<file path="config.mk">
export PLATFORM = sky130hd
export DESIGN_NAME = ssf_sample_fifo_control
export DESIGN_NICKNAME = d
export VERILOG_FILES = /design/src/design/ssf_pkg.sv /design/src/design/ssf_sample_fifo_control.sv /design/src/design/ssf_ingress_fifo.sv
export SDC_FILE = /design/constraint.sdc
export NUM_CORES = 2
export LEC_CHECK = 0
export ABC_CLOCK_PERIOD_IN_PS = 3600
export BUFFER_PORTS_ARGS = -buffer_cell sky130_fd_sc_hd__buf_2
export CAP_MARGIN = 10
export CORE_AREA = 10 10 473 706
export DETAILED_ROUTE_END_ITERATION = 16
export DIE_AREA = 0 0 483 716
export PLACE_DENSITY = 0.51
export SLEW_MARGIN = 20
export SYNTH_ARGS = -nofsm -noshare
export SYNTH_HDL_FRONTEND = slang
export SYNTH_SLANG_ARGS = --single-unit
</file>
<file path="constraint.sdc">
create_clock -name core_clk -period 3.6 [get_ports core_clk]
set_input_delay 0.18 -clock core_clk [delete_from_list [all_inputs] [get_ports core_clk]]
set_output_delay 0.18 -clock core_clk [all_outputs]
set_load 0.02 [all_outputs]
</file>
<file path="src/design/ssf_pkg.sv">
// Function
// - An eight-bit watermark threshold, zero after reset, sets the stored sample count that raises the watermark flag.
// - While the read-phase bit is 0 the buffer is in write phase and takes samples from the enabled sensors.
// - While the read-phase bit is 1 the buffered words are offered to the host through the data output register.
// - The read-phase bit, bit 7 of the control register, is set by the device itself on the matching host command.
// - Control bits 3:2, zero after reset, set the capacity: 16, 32, 64 or 128 samples.
// - Control bits 1:0, zero after reset, select bypass, fill-once or streaming, with code 3 reserved.
// - Control bits 6:4 are reserved, read as zero and do nothing.
// - The stored word count is reported as ten bits: eight low bits in one register, two high bits in status.
// - Status shows buffer full, watermark reached, overflow with data lost, and buffer not empty.
package ssf_pkg;

  ////////////////////////////////////////////////////////////////////////////
  // register map
  localparam logic [7:0] SSF_ADDR_THRESHOLD = 8'h13;
  localparam logic [7:0] SSF_ADDR_CONTROL   = 8'h14;
  localparam logic [7:0] SSF_ADDR_COUNT_LO  = 8'h15;
  localparam logic [7:0] SSF_ADDR_STATUS    = 8'h16;
  localparam logic [7:0] SSF_ADDR_DATA      = 8'h17;

  // control register fields
  localparam int SSF_CTRL_READ_BIT   = 7;
  localparam int SSF_CTRL_DEPTH_LSB  = 2;
  localparam int SSF_CTRL_POLICY_LSB = 0;

  // status register fields
  localparam int SSF_STAT_FULL_BIT    = 7;
  localparam int SSF_STAT_WTM_BIT     = 6;
  localparam int SSF_STAT_OVR_BIT     = 5;
  localparam int SSF_STAT_NEMPTY_BIT  = 4;
  localparam int SSF_STAT_CNT_HI_LSB  = 0;

  // reset values
  localparam logic [7:0] SSF_THRESHOLD_RST = 8'h00;
  localparam logic [1:0] SSF_DEPTH_RST     = 2'h0;
  localparam logic [7:0] SSF_RDATA_RST     = 8'h00;

  // sizes
  localparam int SSF_WORD_BITS    = 16;
  localparam int SSF_MIN_DEPTH    = 16;
  localparam int SSF_MAX_DEPTH    = 128;
  localparam int SSF_INGRESS_DEPTH = 16;

  ////////////////////////////////////////////////////////////////////////////
  // buffer policy codes
  typedef enum logic [1:0] {
    SSF_POL_BYPASS   = 2'h0,
    SSF_POL_FILLONCE = 2'h1,
    SSF_POL_STREAM   = 2'h2,
    SSF_POL_RESERVED = 2'h3
  } ssf_policy_type;

  // register access request from the host port
  typedef struct packed {
    logic       wrEn;
    logic       rdEn;
    logic [7:0] addr;
    logic [7:0] wrData;
  } ssf_reg_req_type;

  // one sensor sample word
  typedef struct packed {
    logic                     valid;
    logic [SSF_WORD_BITS-1:0] data;
  } ssf_sample_type;

endpackage

</file>
<file path="src/design/ssf_sample_fifo_control.sv">
`timescale 1ns/1ps
`default_nettype none
module ssf_sample_fifo_control
  import ssf_pkg::*;
#(
  parameter int WORD_BITS     = ssf_pkg::SSF_WORD_BITS,
  parameter int INGRESS_DEPTH = ssf_pkg::SSF_INGRESS_DEPTH
) (
  // clock and reset
  input  wire logic                    core_clk,
  input  wire logic                    resetn,
  // register access from the host port
  input  wire ssf_pkg::ssf_reg_req_type regReq,
  output var  logic [7:0]              regRdData,
  output var  logic                    regRdValid,
  // predefined command from the host command port
  input  wire logic                    cmdEnterRead,
  // sensor samples
  input  wire ssf_pkg::ssf_sample_type sampleIn,
  output var  logic                    sampleReady,
  // state seen by the rest of the device
  output var  logic                    readPhase
);
  import ssf_pkg::*;

  localparam int PW = $clog2(SSF_MAX_DEPTH);

  ////////////////////////////////////////////////////////////////////////////
  // declarations
  logic [7:0]           threshold_q;
  logic [1:0]           depth_q;
  ssf_policy_type       policy_q;
  logic                 overrun_q;
  logic                 highByte_q;
  logic [WORD_BITS-1:0] store [SSF_MAX_DEPTH];
  logic [PW-1:0]        wrPtr_q;
  logic [PW-1:0]        rdPtr_q;
  logic [PW:0]          count_q;
  logic [PW:0]          capacity;
  logic [PW-1:0]        ptrMask;
  logic [9:0]           wordCount;
  logic                 isFull;
  logic                 isEmpty;
  logic                 wtmHit;
  logic                 ingValid;
  logic [WORD_BITS-1:0] ingData;
  logic                 ingPop;
  logic                 takeSample;
  logic                 dropOldest;
  logic                 dropNew;
  logic                 ctrlWrite;
  logic                 cfgChange;
  logic                 dataRead;
  logic                 drainWord;
  logic                 statusRead;
  logic [7:0]           ctrlView;
  logic [7:0]           statusView;
  logic [WORD_BITS-1:0] headWord;

  ////////////////////////////////////////////////////////////////////////////
  // ingress buffer between the sensors and the sample store
  ssf_ingress_fifo #(
    .WIDTH (WORD_BITS),
    .DEPTH (INGRESS_DEPTH)
  ) u_ingress (
    .core_clk (core_clk),
    .resetn   (resetn),
    .inValid  (sampleIn.valid),
    .inData   (sampleIn.data),
    .inReady  (sampleReady),
    .outValid (ingValid),
    .outData  (ingData),
    .outReady (ingPop)
  );

  ////////////////////////////////////////////////////////////////////////////
  // capacity and occupancy
  assign capacity  = (PW+1)'(SSF_MIN_DEPTH) << depth_q;
  assign ptrMask   = PW'(capacity - (PW+1)'(1));
  assign isFull    = (count_q == capacity);
  assign isEmpty   = (count_q == '0);
  assign wordCount = 10'(count_q);
  assign wtmHit    = (threshold_q != 8'h00) && (wordCount >= {2'h0, threshold_q});

  // access decodes
  assign ctrlWrite  = regReq.wrEn && (regReq.addr == SSF_ADDR_CONTROL);
  assign cfgChange  = ctrlWrite &&
                      (regReq.wrData[3:0] != {depth_q, policy_q});
  assign dataRead   = regReq.rdEn && (regReq.addr == SSF_ADDR_DATA) && readPhase;
  assign drainWord  = dataRead && highByte_q && !isEmpty;
  assign statusRead = regReq.rdEn && (regReq.addr == SSF_ADDR_STATUS);

  // sample intake only in write phase; read phase stalls the ingress buffer
  always_comb begin
    takeSample = 1'b0;
    dropOldest = 1'b0;
    dropNew    = 1'b0;
    ingPop     = 1'b0;
    if (ingValid && !readPhase && !cfgChange) begin
      case (policy_q)
        SSF_POL_FILLONCE: begin
          ingPop     = 1'b1;
          takeSample = !isFull;
          dropNew    = isFull;
        end
        SSF_POL_STREAM: begin
          ingPop     = 1'b1;
          takeSample = 1'b1;
          dropOldest = isFull;
        end
        SSF_POL_BYPASS: begin
          ingPop = 1'b1;
        end
        default: begin
          ingPop = 1'b1;
        end
      endcase
    end
  end

  ////////////////////////////////////////////////////////////////////////////
  // threshold register
  always_ff @(posedge core_clk) begin
    if (!resetn) begin
      threshold_q <= SSF_THRESHOLD_RST;
    end else if (regReq.wrEn && (regReq.addr == SSF_ADDR_THRESHOLD)) begin
      threshold_q <= regReq.wrData;
    end
  end

  // control register: depth and policy; reserved bits are not stored
  always_ff @(posedge core_clk) begin
    if (!resetn) begin
      depth_q  <= SSF_DEPTH_RST;
      policy_q <= SSF_POL_BYPASS;
    end else if (ctrlWrite) begin
      depth_q  <= regReq.wrData[SSF_CTRL_DEPTH_LSB +: 2];
      policy_q <= ssf_policy_type'(regReq.wrData[SSF_CTRL_POLICY_LSB +: 2]);
    end
  end

  // read-phase bit: command sets it, host clears it, set wins
  always_ff @(posedge core_clk) begin
    if (!resetn) begin
      readPhase <= 1'b0;
    end else if (cmdEnterRead) begin
      readPhase <= 1'b1;
    end else if (ctrlWrite && !regReq.wrData[SSF_CTRL_READ_BIT]) begin
      readPhase <= 1'b0;
    end
  end

  ////////////////////////////////////////////////////////////////////////////
  // sample store contents
  always_ff @(posedge core_clk) begin
    if (takeSample) begin
      store[wrPtr_q & ptrMask] <= ingData;
    end
  end

  // pointers and count; new geometry or policy empties the store
  always_ff @(posedge core_clk) begin
    if (!resetn || cfgChange) begin
      wrPtr_q <= '0;
      rdPtr_q <= '0;
      count_q <= '0;
    end else begin
      if (takeSample) begin
        wrPtr_q <= (wrPtr_q + PW'(1)) & ptrMask;
      end
      if (dropOldest || drainWord) begin
        rdPtr_q <= (rdPtr_q + PW'(1)) & ptrMask;
      end
      if (takeSample && !dropOldest) begin
        count_q <= count_q + (PW+1)'(1);
      end else if (drainWord) begin
        count_q <= count_q - (PW+1)'(1);
      end
    end
  end

  // overrun flag: set by lost data, cleared by a status read, set wins
  always_ff @(posedge core_clk) begin
    if (!resetn || cfgChange) begin
      overrun_q <= 1'b0;
    end else if (dropNew || dropOldest) begin
      overrun_q <= 1'b1;
    end else if (statusRead) begin
      overrun_q <= 1'b0;
    end
  end

  // byte lane of the data register: low byte first, word drains on high byte
  always_ff @(posedge core_clk) begin
    if (!resetn || !readPhase) begin
      highByte_q <= 1'b0;
    end else if (dataRead) begin
      highByte_q <= !highByte_q;
    end
  end

  ////////////////////////////////////////////////////////////////////////////
  // register read views
  assign headWord = store[rdPtr_q];
  always_comb begin
    ctrlView                             = 8'h00;
    ctrlView[SSF_CTRL_READ_BIT]          = readPhase;
    ctrlView[SSF_CTRL_DEPTH_LSB +: 2]    = depth_q;
    ctrlView[SSF_CTRL_POLICY_LSB +: 2]   = policy_q;
    statusView                           = 8'h00;
    statusView[SSF_STAT_FULL_BIT]        = isFull;
    statusView[SSF_STAT_WTM_BIT]         = wtmHit;
    statusView[SSF_STAT_OVR_BIT]         = overrun_q;
    statusView[SSF_STAT_NEMPTY_BIT]      = !isEmpty;
    statusView[SSF_STAT_CNT_HI_LSB +: 2] = wordCount[9:8];
  end

  // registered read answer, one cycle after the request
  always_ff @(posedge core_clk) begin
    if (!resetn) begin
      regRdData  <= SSF_RDATA_RST;
      regRdValid <= 1'b0;
    end else begin
      regRdValid <= regReq.rdEn;
      if (regReq.rdEn) begin
        case (regReq.addr)
          SSF_ADDR_THRESHOLD: regRdData <= threshold_q;
          SSF_ADDR_CONTROL:   regRdData <= ctrlView;
          SSF_ADDR_COUNT_LO:  regRdData <= wordCount[7:0];
          SSF_ADDR_STATUS:    regRdData <= statusView;
          SSF_ADDR_DATA: begin
            if (dataRead && !isEmpty) begin
              regRdData <= highByte_q ? headWord[15:8] : headWord[7:0];
            end else begin
              regRdData <= 8'h00;
            end
          end
          default:            regRdData <= 8'h00;
        endcase
      end
    end
  end
endmodule
`default_nettype wire

</file>
<file path="src/design/ssf_ingress_fifo.sv">
`timescale 1ns/1ps
`default_nettype none
module ssf_ingress_fifo #(
  parameter int WIDTH = 16,
  parameter int DEPTH = 16
) (
  // clock and reset
  input  wire logic             core_clk,
  input  wire logic             resetn,
  // fill side
  input  wire logic             inValid,
  input  wire logic [WIDTH-1:0] inData,
  output var  logic             inReady,
  // drain side
  output var  logic             outValid,
  output var  logic [WIDTH-1:0] outData,
  input  wire logic             outReady
);
  localparam int AW = $clog2(DEPTH);

  logic [WIDTH-1:0] mem [DEPTH];
  logic [AW-1:0]    wrPtr_q;
  logic [AW-1:0]    rdPtr_q;
  logic [AW:0]      cnt_q;
  logic [AW:0]      cnt_d;
  logic             push;
  logic             pop;

  // handshakes
  assign push = inValid && inReady;
  assign pop  = outValid && outReady;
  assign outData = mem[rdPtr_q];

  // next occupancy
  always_comb begin
    cnt_d = cnt_q;
    if (push && !pop) begin
      cnt_d = cnt_q + (AW+1)'(1);
    end else if (pop && !push) begin
      cnt_d = cnt_q - (AW+1)'(1);
    end
  end

  // storage
  always_ff @(posedge core_clk) begin
    if (push) begin
      mem[wrPtr_q] <= inData;
    end
  end

  // pointers, count and flags
  always_ff @(posedge core_clk) begin
    if (!resetn) begin
      wrPtr_q  <= '0;
      rdPtr_q  <= '0;
      cnt_q    <= '0;
      inReady  <= 1'b0;
      outValid <= 1'b0;
    end else begin
      if (push) begin
        wrPtr_q <= (wrPtr_q == AW'(DEPTH-1)) ? '0 : wrPtr_q + AW'(1);
      end
      if (pop) begin
        rdPtr_q <= (rdPtr_q == AW'(DEPTH-1)) ? '0 : rdPtr_q + AW'(1);
      end
      cnt_q    <= cnt_d;
      inReady  <= (cnt_d != (AW+1)'(DEPTH));
      outValid <= (cnt_d != '0);
    end
  end
endmodule
`default_nettype wire

</file>
==> summary.txt <==
Crit Path Max Fanout: 36
Main synth FF type: edfxtp_1
Least-Margin Pin Slew: 1240 ps
WL/cell: 30.9 µm
Clk Latency, worst-skew pair: 880 ps
Clock Tree Buf Depth: 4
Synth warnings: 0
Post-CTS setup buffer count: 0
Cell variety after synth: 85
Detailed Routing Iterations Pass 1: 6
Reg clk slew, reported paths: 70 ps
Finished Layout Cells: 9397
DRT iter0 DRCs: 5064
Row count: 255
Leakage power: 33.4 nW
EDFF count, synth: 2304
Routed WL: 290000 µm
Syn-to-layout area delta: 18.6%
Global-route wire length before repair: 401000 µm
Worst Clk Skew: 52.0 ps
Share of cells above drive strength 1: 0.300
Largest area contributor in the netlist: edfxtp_1
Cell chosen for the clock root: clkbuf_16
Initial antenna violation count: 7
Final Setup Violations: 0
Clock sinks: 2376
Worst reg2reg path depth: 9
Post-route ant nets: 0
Vias per Instance: 5.05
CTS tree: yes
Syn_nets: 4435
Worst setup SP type: register
Seq/Total Area, Yosys: 0.763
Outcome: finished clean
FF-to-FF End: regRdData[6]
Starting Density: 0.289
Comb power frac: 0.088
Crit path cell chain: buf_12, mux4_2, o32ai_1, nor3_1, nand4_1, a2111oi_0, o311ai_1, buf_4, o211ai_1
Cell Int Power: 0.0472 W
Dpl cell area: 102000 µm²
Top cell type's share of synthesized area: 0.747
Synth area leaders: edfxtp_1, mux4_2, dfxtp_1
DP Wirelength: 195000 µm
Worst Hold Launch: regReq[13]
Max rail drop VDD: 409 µV
PD cells: 561 nW/µm²
Critical Path Sink Type: register
Highest Clock Rate: 0.283 GHz
H-tree depth: 4
Tcrit/Tclk final: 0.983
Worst setup path class: register to register
Final Util: 0.342
Avg Inst Size Synth: 21.2 µm²
Die height: 716 µm
Hold depth: 7
Top Ports: 49
Die X: 483 µm
Min-Delay Path Class: input pin to register
Slew Limit Fails: 0
Tmin final: 3540 ps
I/O Buffers: 48
Final TNS setup: 0 ps
Post-synthesis instance total: 4371
Net switching power: 0.0145 W
Flop2flop setup slack: 60 ps
Synth top cells by count: edfxtp_1, mux4_2, nor2_1
Ys async rst share: 0
Count leader, synth: edfxtp_1
Nets: 5052
Slowest-stage cell, CP: o32ai_1
Portion of total power attributed to sequential cells: 0.538
RSZ-0062 raised after global routing: false
CP peak stage delay: 970 ps
Synthesized flop and latch total: 2376
Grt ovf: 0
Final Hold Fails: 0
Slew Limit Headroom: 0.169
Largest net degree at the start of global routing: 129
# DRC: 0
GRT Total Usage: 0.163
Vias in the first global route: 49300
Worst Hold End: overrun_q
Dpl cells: 8955
CTS Buf Count: 215
Die ar.: 346000 µm²
RePlAce Congestion: 0.938
Vias: 47500
Fin area: 110000 µm²
Worst EP required: 4330 ps
Worst EP arrival: 4270 ps
Core Footprint: 321000 µm²
Max-capacitance violation count: 0
Clock network power share: 0.374
Switching share of total power: 0.235
Synthesized cell area: 92600 µm²
## metrics by stage
stage	hold slack, ps	power, W	worst slack (ps)
after floorplan	279	0.0360	221
after global placement	418	0.0390	25.5
after detailed placement	419	0.0393	115
after CTS	79.5	0.0622	110
after global routing	156	0.0634	18.8
final	138	0.0617	62.9
## state kept, by name, summed over array words and instances (netlist names), 2 cells and up, named ones only
name	count
store	2048
u_ingress.mem	256
count_q	8
regRdData	8
threshold_q	8
rdPtr_q	7
wrPtr_q	7
u_ingress.cnt_q	5
u_ingress.rdPtr_q	4
u_ingress.wrPtr_q	4
depth_q	2
policy_q	2
## routing by layer
metal / vias to the layer above / wire [µm] / track usage / part of all wire
li1: 19600 / - / - / -
met1: 25700 / 103000 / 0.182 / 0.36
met2: 1655 / 153000 / 0.297 / 0.53
met3: 514 / 15700 / 0.0244 / 0.054
met4: 0 / 18400 / 0.0869 / 0.063
met5: - / 0 / 0 / 0
## what timing repair did
| action | CTS | global route |
|---|---|---|
| gates resized for setup | 0 | 1 |
| endpoints found under the setup margin | 0 | 1 |
| hold endpoints to repair | 299 | 0 |
| hold buffers | 56 | 0 |
## area by class of cell
cell class	instances	area, µm²
Fill cell	30300	211000
Sequential cell	2376	70700
Multi-Input combinational cell	1743	20700
Timing Repair Buffer	629	6230
Clock buffer	270	5670
Tap cell	4240	5310
Clock inverter	113	1180
Inverter	23	86.3
Antenna cell	3	7.51
## worst max path at each step
stage,startpoint,to,slack (ps),depth (start not counted)
finish,register,regRdData[6],60,9
global placement,depth_q[0],count_q[7],30,15
floorplan,depth_q[0],count_q[7],220,14
CTS,policy_q[1],count_q[7],110,14
global route,policy_q[1],count_q[7],20,14
detailed placement,register,regRdData[2],120,10
## cells in the final DEF, fill, tap and decap left out, drive strengths merged, types with 7 or more instances in the layout
master          n
a211oi         20
a21o           11
a21oi          89
a221oi         16
a22o           13
a22oi          53
a311oi          9
a31oi          14
a32oi           7
and2           16
and3            9
buf           573
bufinv         25
clkbuf        270
clkinv         75
clkinvlp       11
dfxtp          72
dlygate4sd3    56
edfxtp       2304
ha             25
inv            25
mux2           29
mux2i         104
mux4          577
nand2         158
nand2b         14
nand3          53
nand4           8
nor2          219
nor2b          23
nor3           34
nor4           12
o211ai         10
o21ai          46
o221ai         10
o22ai          43
or3            17
xnor2           9
xor2           15
## critical path: cells and delay by family, from the launching register on
kind                   cells  cell delay [ps]
flip-flops                 1              560
AO/OA/AOI/OAI              4             1460
buffers and inverters      2              450
AND/OR/NAND/NOR            2              280
multiplexers               1              570
## power by group through the flow
| stage | sequential (W) | clock [W] | combinational, W |
|---|---|---|---|
| floorplan | 0.0339 | 0 | 0.00215 |
| global placement | 0.0338 | 0 | 0.00529 |
| detailed placement | 0.0338 | 0 | 0.00551 |
| CTS | 0.0332 | 0.0235 | 0.00554 |
| global route | 0.0332 | 0.0245 | 0.00576 |
| finish | 0.0332 | 0.0231 | 0.00544 |
## cells by family (layout without fill, tap and decap cells)
kind of cell	after synthesis	in the layout	share of synthesized area
AO/OA/AOI/OAI	392	392	0.0290
XOR/XNOR	24	24	0.00227
adder cells (fa/ha/maj)	26	26	0.00359
buffers and inverters	252	1035	0.0166
flip-flops	2376	2376	0.763
multiplexers	710	710	0.156
other	0	3	0
AND/OR/NAND/NOR	591	591	0.0295
No activity file was read; power rests on OpenSTA's default activity.
